$ cat src/vbt_regs.svh
`ifndef VBT_REGS_SVH
`define VBT_REGS_SVH
// register offsets
`define VBT_ADDR_OVSTAT 8'hCD
`define VBT_ADDR_CTRL 8'hD0
`define VBT_ADDR_CNTLO 8'hD1
`define VBT_ADDR_CNTHI 8'hD2
`define VBT_ADDR_FWHI 8'hDD
`define VBT_ADDR_FWLO 8'hDE
`define VBT_ADDR_HWREV 8'hDF
// field positions
`define VBT_BIT_RESTORE 7
`define VBT_BIT_OWNER 0
`define VBT_BIT_APPLY 7
`define VBT_BIT_DLOV 2
`define VBT_BIT_BSOV 1
`define VBT_BIT_CCOV 0
`define VBT_FLD_CNTHI 2:0
`define VBT_FLD_SPARE 6:5
`define VBT_FLD_HWREV 7:3
`define VBT_FLD_HWSPARE 2:0
// reset values and count limits
`define VBT_RST_CNTLO 8'hC8
`define VBT_RST_CNTHI 3'h0
`define VBT_RST_BYTE 8'h00
`define VBT_CNT_DEFAULT 11'h0C8
`define VBT_CNT_FULL 11'h7FF
`define VBT_CNT_MIN 11'h000
`define VBT_MAG_ZERO 11'h000
`define VBT_FLAGS_CLR 3'h0
`define VBT_SPARE_CLR 2'h0
// arbitrary neutral silicon revision code
`define VBT_HW_REV 5'h03
`endif

$ cat src/vbt_pkg.sv
package vbt_pkg;
  typedef struct packed {
    logic [2:0] ovFlags;
    logic owner;
    logic [7:0] cntLo;
    logic [2:0] cntHi;
    logic [1:0] hiSpare;
    logic [10:0] stepCount;
    logic [7:0] fwHi;
    logic [7:0] fwLo;
    logic [2:0] hwSpare;
    logic [7:0] rdata;
    logic fbSrc;
    logic fbSnk;
    logic [10:0] fbMag;
  } vbt_state_t;
endpackage : vbt_pkg

$ cat src/vbt_core.sv
`timescale 1ns/100ps
`default_nettype none
`include "vbt_regs.svh"
module vbt_core
  import vbt_pkg::*;
(
  // clock and reset
  input wire logic clk,
  input wire logic nrst,
  input wire logic clkEn,
  // register port
  input wire logic regWr,
  input wire logic regRd,
  input wire logic [7:0] regAddr,
  input wire logic [7:0] regWdata,
  output logic [7:0] regRdata,
  // overvoltage comparator levels
  input wire logic dataLineOv,
  input wire logic busSupplyOv,
  input wire logic configChanOv,
  // internal count source when the device owns the counter
  input wire logic [10:0] internalCount,
  // feedback current pin control
  output logic fbSource,
  output logic fbSink,
  output logic [10:0] fbMagnitude,
  output logic [10:0] stepCountOut
);

  vbt_state_t s_q;
  vbt_state_t s_d;
  logic wrCtrl;
  logic wrLo;
  logic wrHi;
  logic rdStat;
  logic [2:0] ovEvents;
  logic [10:0] nextCount;

  // access decode
  assign wrCtrl = regWr && (regAddr == `VBT_ADDR_CTRL);
  assign wrLo = regWr && (regAddr == `VBT_ADDR_CNTLO);
  assign wrHi = regWr && (regAddr == `VBT_ADDR_CNTHI);
  assign rdStat = regRd && (regAddr == `VBT_ADDR_OVSTAT);
  assign ovEvents = {dataLineOv, busSupplyOv, configChanOv};

  // next state
  always_comb
  begin
    s_d = s_q;
    nextCount = s_q.stepCount;
    // read clears flags, but a live event in the same cycle wins
    if (rdStat)
    begin
      s_d.ovFlags = `VBT_FLAGS_CLR;
    end
    s_d.ovFlags = s_d.ovFlags | ovEvents;
    if (regWr)
    begin
      unique case (regAddr)
        `VBT_ADDR_CTRL: s_d.owner = regWdata[`VBT_BIT_OWNER];
        `VBT_ADDR_CNTLO: s_d.cntLo = regWdata;
        `VBT_ADDR_CNTHI:
        begin
          s_d.cntHi = regWdata[`VBT_FLD_CNTHI];
          s_d.hiSpare = regWdata[`VBT_FLD_SPARE];
        end
        `VBT_ADDR_FWHI: s_d.fwHi = regWdata;
        `VBT_ADDR_FWLO: s_d.fwLo = regWdata;
        `VBT_ADDR_HWREV: s_d.hwSpare = regWdata[`VBT_FLD_HWSPARE];
        default: s_d.hwSpare = s_d.hwSpare;
      endcase
    end
    // apply the target on a one written to the apply bit
    if (wrHi && regWdata[`VBT_BIT_APPLY] && s_q.owner)
    begin
      nextCount = {regWdata[`VBT_FLD_CNTHI], s_q.cntLo};
    end
    if (!s_q.owner)
    begin
      nextCount = internalCount;
    end
    // restore beats everything else; bit never stored so reads zero
    if (wrCtrl && regWdata[`VBT_BIT_RESTORE])
    begin
      s_d.cntLo = `VBT_RST_CNTLO;
      s_d.cntHi = `VBT_RST_CNTHI;
      s_d.hiSpare = `VBT_SPARE_CLR;
      nextCount = `VBT_CNT_DEFAULT;
    end
    s_d.stepCount = nextCount;
    // feedback pin direction and magnitude
    if (nextCount == `VBT_CNT_DEFAULT)
    begin
      s_d.fbSrc = 1'b0;
      s_d.fbSnk = 1'b0;
      s_d.fbMag = `VBT_MAG_ZERO;
    end
    else if (nextCount < `VBT_CNT_DEFAULT)
    begin
      s_d.fbSrc = 1'b1;
      s_d.fbSnk = 1'b0;
      s_d.fbMag = `VBT_CNT_DEFAULT - nextCount;
    end
    else
    begin
      s_d.fbSrc = 1'b0;
      s_d.fbSnk = 1'b1;
      s_d.fbMag = nextCount - `VBT_CNT_DEFAULT;
    end
    // read data, registered
    unique case (regAddr)
      `VBT_ADDR_OVSTAT: s_d.rdata = {5'h00, s_q.ovFlags};
      `VBT_ADDR_CTRL: s_d.rdata = {7'h00, s_q.owner};
      `VBT_ADDR_CNTLO: s_d.rdata = s_q.cntLo;
      `VBT_ADDR_CNTHI: s_d.rdata = {1'b0, s_q.hiSpare, 2'h0, s_q.cntHi};
      `VBT_ADDR_FWHI: s_d.rdata = s_q.fwHi;
      `VBT_ADDR_FWLO: s_d.rdata = s_q.fwLo;
      `VBT_ADDR_HWREV: s_d.rdata = {`VBT_HW_REV, s_q.hwSpare};
      default: s_d.rdata = 8'h00;
    endcase
  end

  // state register
  always_ff @(posedge clk or negedge nrst)
  begin
    if (!nrst)
    begin
      s_q <= '{ovFlags: `VBT_FLAGS_CLR,
               owner: 1'b0,
               cntLo: `VBT_RST_CNTLO,
               cntHi: `VBT_RST_CNTHI,
               hiSpare: `VBT_SPARE_CLR,
               stepCount: `VBT_CNT_DEFAULT,
               fwHi: `VBT_RST_BYTE,
               fwLo: `VBT_RST_BYTE,
               hwSpare: 3'h0,
               rdata: `VBT_RST_BYTE,
               fbSrc: 1'b0,
               fbSnk: 1'b0,
               fbMag: `VBT_MAG_ZERO};
    end
    else if (clkEn)
    begin
      s_q <= s_d;
    end
  end

  // outputs straight from flops
  assign regRdata = s_q.rdata;
  assign fbSource = s_q.fbSrc;
  assign fbSink = s_q.fbSnk;
  assign fbMagnitude = s_q.fbMag;
  assign stepCountOut = s_q.stepCount;

  // checks
  restore_count_a: assert property (@(posedge clk) disable iff (!nrst)
    clkEn && wrCtrl && regWdata[`VBT_BIT_RESTORE]
      |=> stepCountOut == `VBT_CNT_DEFAULT && !fbSource && !fbSink)
    else $error("restore did not return count to default");
  restore_bytes_a: assert property (@(posedge clk) disable iff (!nrst)
    clkEn && wrCtrl && regWdata[`VBT_BIT_RESTORE]
      |=> s_q.cntLo == `VBT_RST_CNTLO && s_q.cntHi == `VBT_RST_CNTHI)
    else $error("restore did not reset target bytes");
  flag_set_a: assert property (@(posedge clk) disable iff (!nrst)
    clkEn && dataLineOv |=> s_q.ovFlags[2])
    else $error("data-line flag not set");
  supply_set_a: assert property (@(posedge clk) disable iff (!nrst)
    clkEn && busSupplyOv |=> s_q.ovFlags[1])
    else $error("supply flag not set");
  cc_set_a: assert property (@(posedge clk) disable iff (!nrst)
    clkEn && configChanOv |=> s_q.ovFlags[0])
    else $error("config channel flag not set");
  read_clear_a: assert property (@(posedge clk) disable iff (!nrst)
    clkEn && rdStat && ovEvents == `VBT_FLAGS_CLR |=> s_q.ovFlags == `VBT_FLAGS_CLR)
    else $error("status read did not clear flags");
  flag_hold_a: assert property (@(posedge clk) disable iff (!nrst)
    clkEn && !rdStat && s_q.ovFlags[2] |=> s_q.ovFlags[2])
    else $error("flag dropped without a read");
  source_dir_a: assert property (@(posedge clk) disable iff (!nrst)
    stepCountOut < `VBT_CNT_DEFAULT
      |-> fbSource && fbMagnitude == `VBT_CNT_DEFAULT - stepCountOut)
    else $error("source current wrong below default");
  sink_dir_a: assert property (@(posedge clk) disable iff (!nrst)
    stepCountOut > `VBT_CNT_DEFAULT
      |-> fbSink && fbMagnitude == stepCountOut - `VBT_CNT_DEFAULT)
    else $error("sink current wrong above default");
  idle_dir_a: assert property (@(posedge clk) disable iff (!nrst)
    stepCountOut == `VBT_CNT_DEFAULT
      |-> !fbSink && !fbSource && fbMagnitude == `VBT_MAG_ZERO)
    else $error("current driven at default count");
  apply_only_a: assert property (@(posedge clk) disable iff (!nrst)
    clkEn && s_q.owner && $past(s_q.owner) && !wrHi && !wrCtrl |=> $stable(stepCountOut))
    else $error("count changed without apply");
  apply_take_a: assert property (@(posedge clk) disable iff (!nrst)
    clkEn && s_q.owner && wrHi && regWdata[`VBT_BIT_APPLY] && !wrCtrl
      |=> stepCountOut == {$past(regWdata[`VBT_FLD_CNTHI]), $past(s_q.cntLo)})
    else $error("apply did not load target");
  owner_int_a: assert property (@(posedge clk) disable iff (!nrst)
    clkEn && !s_q.owner && !wrCtrl |=> stepCountOut == $past(internalCount))
    else $error("internal owner not followed");
  fw_hold_a: assert property (@(posedge clk) disable iff (!nrst)
    clkEn && regWr && regAddr == `VBT_ADDR_FWHI |=> s_q.fwHi == $past(regWdata))
    else $error("firmware byte not stored");

  // a frozen enable holds the count
  freeze_count_a: assert property (@(posedge clk) disable iff (!nrst)
    !clkEn |=> $stable(stepCountOut))
    else $error("count moved while frozen");

  // a frozen enable holds the read data
  freeze_rdata_a: assert property (@(posedge clk) disable iff (!nrst)
    !clkEn |=> $stable(regRdata))
    else $error("read data moved while frozen");

  // a frozen enable holds the flags
  freeze_flags_a: assert property (@(posedge clk) disable iff (!nrst)
    !clkEn |=> $stable(s_q.ovFlags))
    else $error("flags moved while frozen");

  // never source and sink at once
  dir_excl_a: assert property (@(posedge clk) disable iff (!nrst)
    !(fbSource && fbSink))
    else $error("source and sink both on");

  // a driven pin always has a magnitude
  mag_nonzero_a: assert property (@(posedge clk) disable iff (!nrst)
    fbSource || fbSink |-> fbMagnitude != `VBT_MAG_ZERO)
    else $error("drive with zero magnitude");

  // most source current at count zero
  source_most_a: assert property (@(posedge clk) disable iff (!nrst)
    stepCountOut == `VBT_CNT_MIN |-> fbSource && fbMagnitude == `VBT_CNT_DEFAULT)
    else $error("source magnitude wrong at zero");

  // most sink current at full count
  sink_most_a: assert property (@(posedge clk) disable iff (!nrst)
    stepCountOut == `VBT_CNT_FULL |-> fbMagnitude == `VBT_CNT_FULL - `VBT_CNT_DEFAULT)
    else $error("sink magnitude wrong at full");

  // magnitude never exceeds the sink span
  mag_bound_a: assert property (@(posedge clk) disable iff (!nrst)
    fbMagnitude <= `VBT_CNT_FULL - `VBT_CNT_DEFAULT)
    else $error("magnitude out of range");

  // low target byte stored on write
  lo_store_a: assert property (@(posedge clk) disable iff (!nrst)
    clkEn && wrLo |=> s_q.cntLo == $past(regWdata))
    else $error("low target byte not stored");

  // high target bits stored on write
  hi_store_a: assert property (@(posedge clk) disable iff (!nrst)
    clkEn && wrHi |=> s_q.cntHi == $past(regWdata[`VBT_FLD_CNTHI]))
    else $error("high target bits not stored");

  // spare high bits stored on write
  spare_store_a: assert property (@(posedge clk) disable iff (!nrst)
    clkEn && wrHi |=> s_q.hiSpare == $past(regWdata[`VBT_FLD_SPARE]))
    else $error("spare bits not stored");

  // restore clears the spare high bits too
  restore_spare_a: assert property (@(posedge clk) disable iff (!nrst)
    clkEn && wrCtrl && regWdata[`VBT_BIT_RESTORE] |=> s_q.hiSpare == `VBT_SPARE_CLR)
    else $error("restore left spare bits");

  // owner bit stored on control write
  owner_store_a: assert property (@(posedge clk) disable iff (!nrst)
    clkEn && wrCtrl |=> s_q.owner == $past(regWdata[`VBT_BIT_OWNER]))
    else $error("owner bit not stored");

  // lower firmware byte stored on write
  fwlo_hold_a: assert property (@(posedge clk) disable iff (!nrst)
    clkEn && regWr && regAddr == `VBT_ADDR_FWLO |=> s_q.fwLo == $past(regWdata))
    else $error("lower firmware byte not stored");

  // upper firmware byte kept without a write
  fw_keep_a: assert property (@(posedge clk) disable iff (!nrst)
    clkEn && !(regWr && regAddr == `VBT_ADDR_FWHI) |=> $stable(s_q.fwHi))
    else $error("firmware byte changed unasked");

  // revision spare bits stored on write
  rev_store_a: assert property (@(posedge clk) disable iff (!nrst)
    clkEn && regWr && regAddr == `VBT_ADDR_HWREV
      |=> s_q.hwSpare == $past(regWdata[`VBT_FLD_HWSPARE]))
    else $error("revision spare not stored");

  // supply flag held until read
  supply_hold_a: assert property (@(posedge clk) disable iff (!nrst)
    clkEn && !rdStat && s_q.ovFlags[`VBT_BIT_BSOV] |=> s_q.ovFlags[`VBT_BIT_BSOV])
    else $error("supply flag dropped without a read");

  // config-channel flag held until read
  cc_hold_a: assert property (@(posedge clk) disable iff (!nrst)
    clkEn && !rdStat && s_q.ovFlags[`VBT_BIT_CCOV] |=> s_q.ovFlags[`VBT_BIT_CCOV])
    else $error("config channel flag dropped without a read");

  // status read returns the flags before clearing
  flag_read_a: assert property (@(posedge clk) disable iff (!nrst)
    clkEn && regAddr == `VBT_ADDR_OVSTAT |=> regRdata == {5'h00, $past(s_q.ovFlags)})
    else $error("status read data wrong");

  // restore bit always reads zero
  restore_zero_a: assert property (@(posedge clk) disable iff (!nrst)
    clkEn && regAddr == `VBT_ADDR_CTRL |=> !regRdata[`VBT_BIT_RESTORE])
    else $error("restore bit read as one");

  // control read returns the owner
  ctrl_read_a: assert property (@(posedge clk) disable iff (!nrst)
    clkEn && regAddr == `VBT_ADDR_CTRL |=> regRdata == {7'h00, $past(s_q.owner)})
    else $error("control read data wrong");

  // apply bit always reads zero
  apply_zero_a: assert property (@(posedge clk) disable iff (!nrst)
    clkEn && regAddr == `VBT_ADDR_CNTHI |=> !regRdata[`VBT_BIT_APPLY])
    else $error("apply bit read as one");

  // high byte read returns the count bits
  hi_read_a: assert property (@(posedge clk) disable iff (!nrst)
    clkEn && regAddr == `VBT_ADDR_CNTHI |=> regRdata[`VBT_FLD_CNTHI] == $past(s_q.cntHi))
    else $error("high byte read data wrong");

  // low byte read returns the stored byte
  lo_read_a: assert property (@(posedge clk) disable iff (!nrst)
    clkEn && regAddr == `VBT_ADDR_CNTLO |=> regRdata == $past(s_q.cntLo))
    else $error("low byte read data wrong");

  // upper firmware read returns the stored byte
  fw_read_a: assert property (@(posedge clk) disable iff (!nrst)
    clkEn && regAddr == `VBT_ADDR_FWHI |=> regRdata == $past(s_q.fwHi))
    else $error("firmware read data wrong");

  // revision field reads the fixed code
  rev_read_a: assert property (@(posedge clk) disable iff (!nrst)
    clkEn && regAddr == `VBT_ADDR_HWREV |=> regRdata[`VBT_FLD_HWREV] == `VBT_HW_REV)
    else $error("revision field wrong");

  cover_restore: cover property (@(posedge clk) clkEn && wrCtrl && regWdata[`VBT_BIT_RESTORE]);
  cover_apply: cover property (@(posedge clk) clkEn && s_q.owner && wrHi
    && regWdata[`VBT_BIT_APPLY]);
  cover_sink_full: cover property (@(posedge clk) stepCountOut == `VBT_CNT_FULL);
  cover_freeze: cover property (@(posedge clk) !clkEn && nrst);
  cover_read_flag: cover property (@(posedge clk) rdStat && s_q.ovFlags != 3'h0);

endmodule : vbt_core
`default_nettype wire

$ cat config.mk
export PLATFORM = sky130hd
export DESIGN_NAME = vbt_core
export DESIGN_NICKNAME = d
export VERILOG_FILES = /design/src/vbt_pkg.sv /design/src/vbt_core.sv
export VERILOG_INCLUDE_DIRS = /design/src
export SDC_FILE = /design/constraint.sdc
export NUM_CORES = 1
export LEC_CHECK = 0
export BUFFER_PORTS_ARGS = -buffer_cell sky130_fd_sc_hd__buf_2
export CORE_MARGIN = 2
export CORE_UTILIZATION = 40
export DETAILED_ROUTE_END_ITERATION = 8
export PLACE_DENSITY_LB_ADDON = 0.2
export RECOVER_POWER = 100
export REMOVE_ABC_BUFFERS = 1
export SLEW_MARGIN = 10
export SYNTH_ARGS = -nofsm -noshare
export SYNTH_HDL_FRONTEND = slang
export SYNTH_SLANG_ARGS = --single-unit
export TNS_END_PERCENT = 50
$ cat constraint.sdc
create_clock -name clk -period 2.8 [get_ports clk]
set_clock_uncertainty 0.1 [all_clocks]
set_input_delay 0.28 -clock clk [delete_from_list [all_inputs] [get_ports clk]]
set_output_delay 0.28 -clock clk [all_outputs]
set_load 0.01 [all_outputs]
==> results.env <==
ROUTED_WIRE_LENGTH_PER_INSTANCE_UM=17.8
DRT-TOTAL-WL_UM=11300
ANTENNADIODECOUNT=0
FINAL-SETUP-VIOL-COUNT=0
HPWLAFTERDP_UM=8510
CRITICAL_PATH.MOST_COMMON_CELL='buf_4'
COMBINATIONAL_FAMILY_WITH_THE_MOST_AREA_AFTER_SYNTHESIS='compound AO/OA/AOI/OAI gates'
INITIALDRTVIOLATIONCOUNT=151
CP_DATA_REQUIRED_TIME_PS=3000
CLOCK_NET_SINK_COUNT=68
CP_MAX_FO=11
MAX_CAP_VIOLATIONS=1
GR-TOTAL-OVERFLOW=0
CRITICAL-PATH-TOP-DELAY-FAMILY='simple AND/OR/NAND/NOR gates'
SETUP_WS_PS=89.9
CLK_TRANSITION_REPORTED_PATHS_PS=80
CTS_MAX_LEVEL=3
CRITICAL_PATH_ARRIVAL_PS=2910
ROUTE.ANTENNA.REMAINING_NETS=0
HOLD_VIOL_FINAL=0
FF2FF_PATH_DEPTH=11
YOSYSMOSTFREQUENTCELL='dfrtp_1'
SYN-CELL-AREA_SQ_MM=0.00404
DRV_SLEW=69
YS_FF_LATCH=68
SYNTHTOPCELLSBYCOUNT='dfrtp_1 (62), buf_4 (31), nand2_1 (27)'
YS_ASYNC_SR_FRACTION_PCT=100
POST_ROUTE_CELLS_DRIVE_ABOVE_1_SHARE_PCT=31.1
ROUTE.DETAILED.VIAS_PER_INST=5.58
POST_SYNTH_FA_HA_MAJ_AREA_FRACTION_PCT=1.24
DIE_H_UM=104
SYN_AREA_PER_CELL_SQ_UM=9.94
FIRST_PASS_GRT_WIRE_LENGTH_UM=18200
SYNTH_TOP_AREA_CELL='dfrtp_1'
WORSTMARGINPINSLEW_PS=1670
CRITICAL_PATH.ENDPOINT_TYPE='register'
POST_ROUTE_CLOCK_PERIOD_UTILIZATION_PCT=96.8
YS_SEQ_AREA_SHARE_PCT=42.3
CRITICAL_PATH.REG2REG.ENDPOINT='fbMagnitude[9]'
CTS_TREE='done'
HOLD-PATH-ENDPOINT='s_q[65]'
SYNTH_ENABLE_FLOP_CELLS=0
COREAREA_SQ_MM=0.00977
SLOWEST_STAGE='or4_1'
VIAS=3521
MIN_PERIOD_PS=2710
VIOLATIONS='capacitance limit, slew limit'
SETUP.WORST_PATH.START_CLASS='register'
YOSYS.AREA_SHARE.XOR_XNOR_PCT=0.651
INITIAL_CORE_UTIL_PCT=41.3
SLEW_HEADROOM_PCT=-11.5
SYNTHCELLS=406
MAX-VDD-IR-DROP_mV=0.267
SLACK_OF_THE_WORST_REG_TO_REG_PATH_PS=90
CRITPATHKIND='reg2reg'
CHIPWIDTH_UM=104
WORST_HOLD_SLACK_PS=36.6
POST_CTS.REPAIR.SETUP_BUFFERS=0
SYNTH_COMPOUND_GATE_AREA_SHARE_PCT=22.8
SYN2LAYOUT_AREA_GROWTH_PCT=20.4
NETS=532
FLOORPLAN.IO_PINS=67
SETUP-TNS-FINAL_PS=0
DRC=0
POWER_DENS_CELLS_mW_PER_MM2=525
TIMING.CRITICAL_PATH.SLOWEST_CELL_DELAY_PS=500
YOSYS-MUX-AREA-FRACTION_PCT=7.69
CRIT_PATH_CELL_TRACE='buf_4 -> buf_4 -> a31o_2 -> ha_1 -> and2_1 -> a32o_1 -> nand2b_1 -> o41ai_1 -> buf_4 -> or4_1 -> nand3_1'
SYNTH.TOP_CELL.AREA_SHARE_PCT=38.4
BIGGEST_AREA_CONTRIBUTORS_IN_THE_SYNTHESIZED_NETLIST='dfrtp_1 (38%), mux2_2 (6.7%), buf_4 (5.8%), dfstp_2 (3.9%), a22o_1 (2.8%)'
FINALNONFILLERCELLS=631
MAXIMUM_NUMBER_OF_PINS_ON_ONE_NET_BEFORE_GLOBAL_ROUTE_REPAIR=69
WORST_HOLD_PATH.NUM_CELLS=2
R2R_START='s_q[64]'
OUTCOME='finished with violations'
CLKLATENCYLATEPIN_PS=360
CTS_ROOT_BUF='clkbuf_8'
POWER.STATIC_LEAKAGE_nW=2.12
FIRST_GLOBAL_VIAS=3481
CLOCK_TREE.BUFFER_DEPTH=2
ANTENNA_VIOLATIONS_BEFORE_REPAIR=0
DETAILEDPLACE.WORSTSLACK_PS=-216
MAX_FREQ_MHz=369
PORT_BUFFERS=66
PLACEMENTROWS=36
DESIGN_POWER_TOTAL_mW=2.55
DETAILEDROUTE.FIRSTPASSITERATIONCOUNT=4
YOSYS_WARNINGS=0
HOLD_CLASS='in2reg'
POST_SYNTHESIS_SIMPLE_GATE_AREA_FRACTION_PCT=14.5
GRT_SETUP_UNREPAIRED='false'
HOLD_WC_STARTPOINT='configChanOv'
WORSTPATHBUFFERINVERTERCOUNT=3
CTS-BUFFERS-INSERTED=9
SYNTH.LIB_CELLS_USED.DISTINCT=66
DIE_AREA_SQ_MM=0.0109
GLOBALROUTETOTALUTIL_PCT=21.3
GP_CONGESTION=0.847
CTS_HOLD_BUFFERS=0
DPL.CELL_COUNT=615
SYNTH-MAIN-FF-CELL='dfrtp_1'
-- registers in the layout, indices dropped and copies added (netlist names) --
register,cells
stepCountOut,11
s_q,36
fbSource,1
fbSink,1
fbMagnitude,11
regRdata,8
-- logic make-up (layout without fill, tap and decap cells) --
family	Yosys count	count (layout)
AOI/OAI and AO/OA	124	124
and+or+nand+nor	105	105
buffers and inverters	74	166
DFF	68	68
muxes	28	28
adders and majority gates	4	4
xor gates and xnor gates	3	3
-- metrics by stage --
| stage | instance area, sq um | util (%) |
|---|---|---|
| 5_1_grt | 4860 | 49.7 |
| 3_5_place_dp | 4670 | 47.7 |
| 6_report | 4860 | 49.7 |
| 2_1_floorplan | 3660 | - |
| 3_3_place_gp | 4670 | 47.7 |
| 4_1_cts | 4940 | 50.6 |
-- layout by cell type, fill, tap and decap left out, types with 3 or more instances in the layout --
cell	count
a21oi_1	18
a222oi_1	5
a22o_1	13
a31o_2	5
a31oi_1	7
a32o_1	3
a32oi_1	3
and2_1	3
buf_2	35
buf_4	58
bufinv_16	4
clkbuf_1	40
clkbuf_8	9
dfrtp_1	62
dfstp_1	3
dfstp_2	3
ha_1	4
inv_1	16
mux2_2	24
mux2i_1	4
nand2_1	26
nand3_1	8
nand4_1	11
nor2_1	21
nor3_1	7
nor3_2	4
nor4_1	5
o2111ai_1	3
o211ai_1	5
o21ai_0	20
o221ai_1	3
o31ai_1	8
o32ai_1	9
xnor2_1	3
-- timing repair --
item | in CTS | in global routing
gates resized for setup | 1 | 5
endpoints found under the hold margin | 0 | 0
pin swaps | 0 | 2
endpoints found under the setup margin | 1 | 6
-- routing by layer --
metal / global-route usage [%] / wire [um] / vias to the layer above
li1: - / - / 1685
met1: 26.6 / 4810 / 1732
met2: 37.1 / 5780 / 89
met3: 3.88 / 523 / 15
met4: 7.05 / 153 / 0
met5: 0 / 0 / -
-- area by class of cell --
cell class	count	area, sq um
Clock inverter	7	146
Timing Repair Buffer	134	766
Inverter	16	60.1
Clock buffer	9	124
Fill cell	1000	4910
Sequential cell	68	1710
Tap cell	133	166
Multi-Input combinational cell	264	1890
-- worst max path at each step --
stage / start / to / slack, ps / cells after the start
final: s_q[64] / fbMagnitude[9] / 90 / 11
after global routing: s_q[64] / fbMagnitude[9] / 1 / 11
after CTS: s_q[64] / fbMagnitude[10] / 10 / 10
after detailed placement: regAddr[5] / fbMagnitude[5] / -220 / 12
after global placement: regAddr[5] / fbMagnitude[10] / -140 / 11
after floorplan: regAddr[5] / fbMagnitude[4] / -70 / 9
-- where the power goes --
group          switching, mW  internal [mW]  total [mW]
combinational          0.213          0.155       0.368
sequential            0.0394           1.04        1.08
clock                  0.413          0.689        1.10
Note: power is estimated with default switching activity, not from simulation.
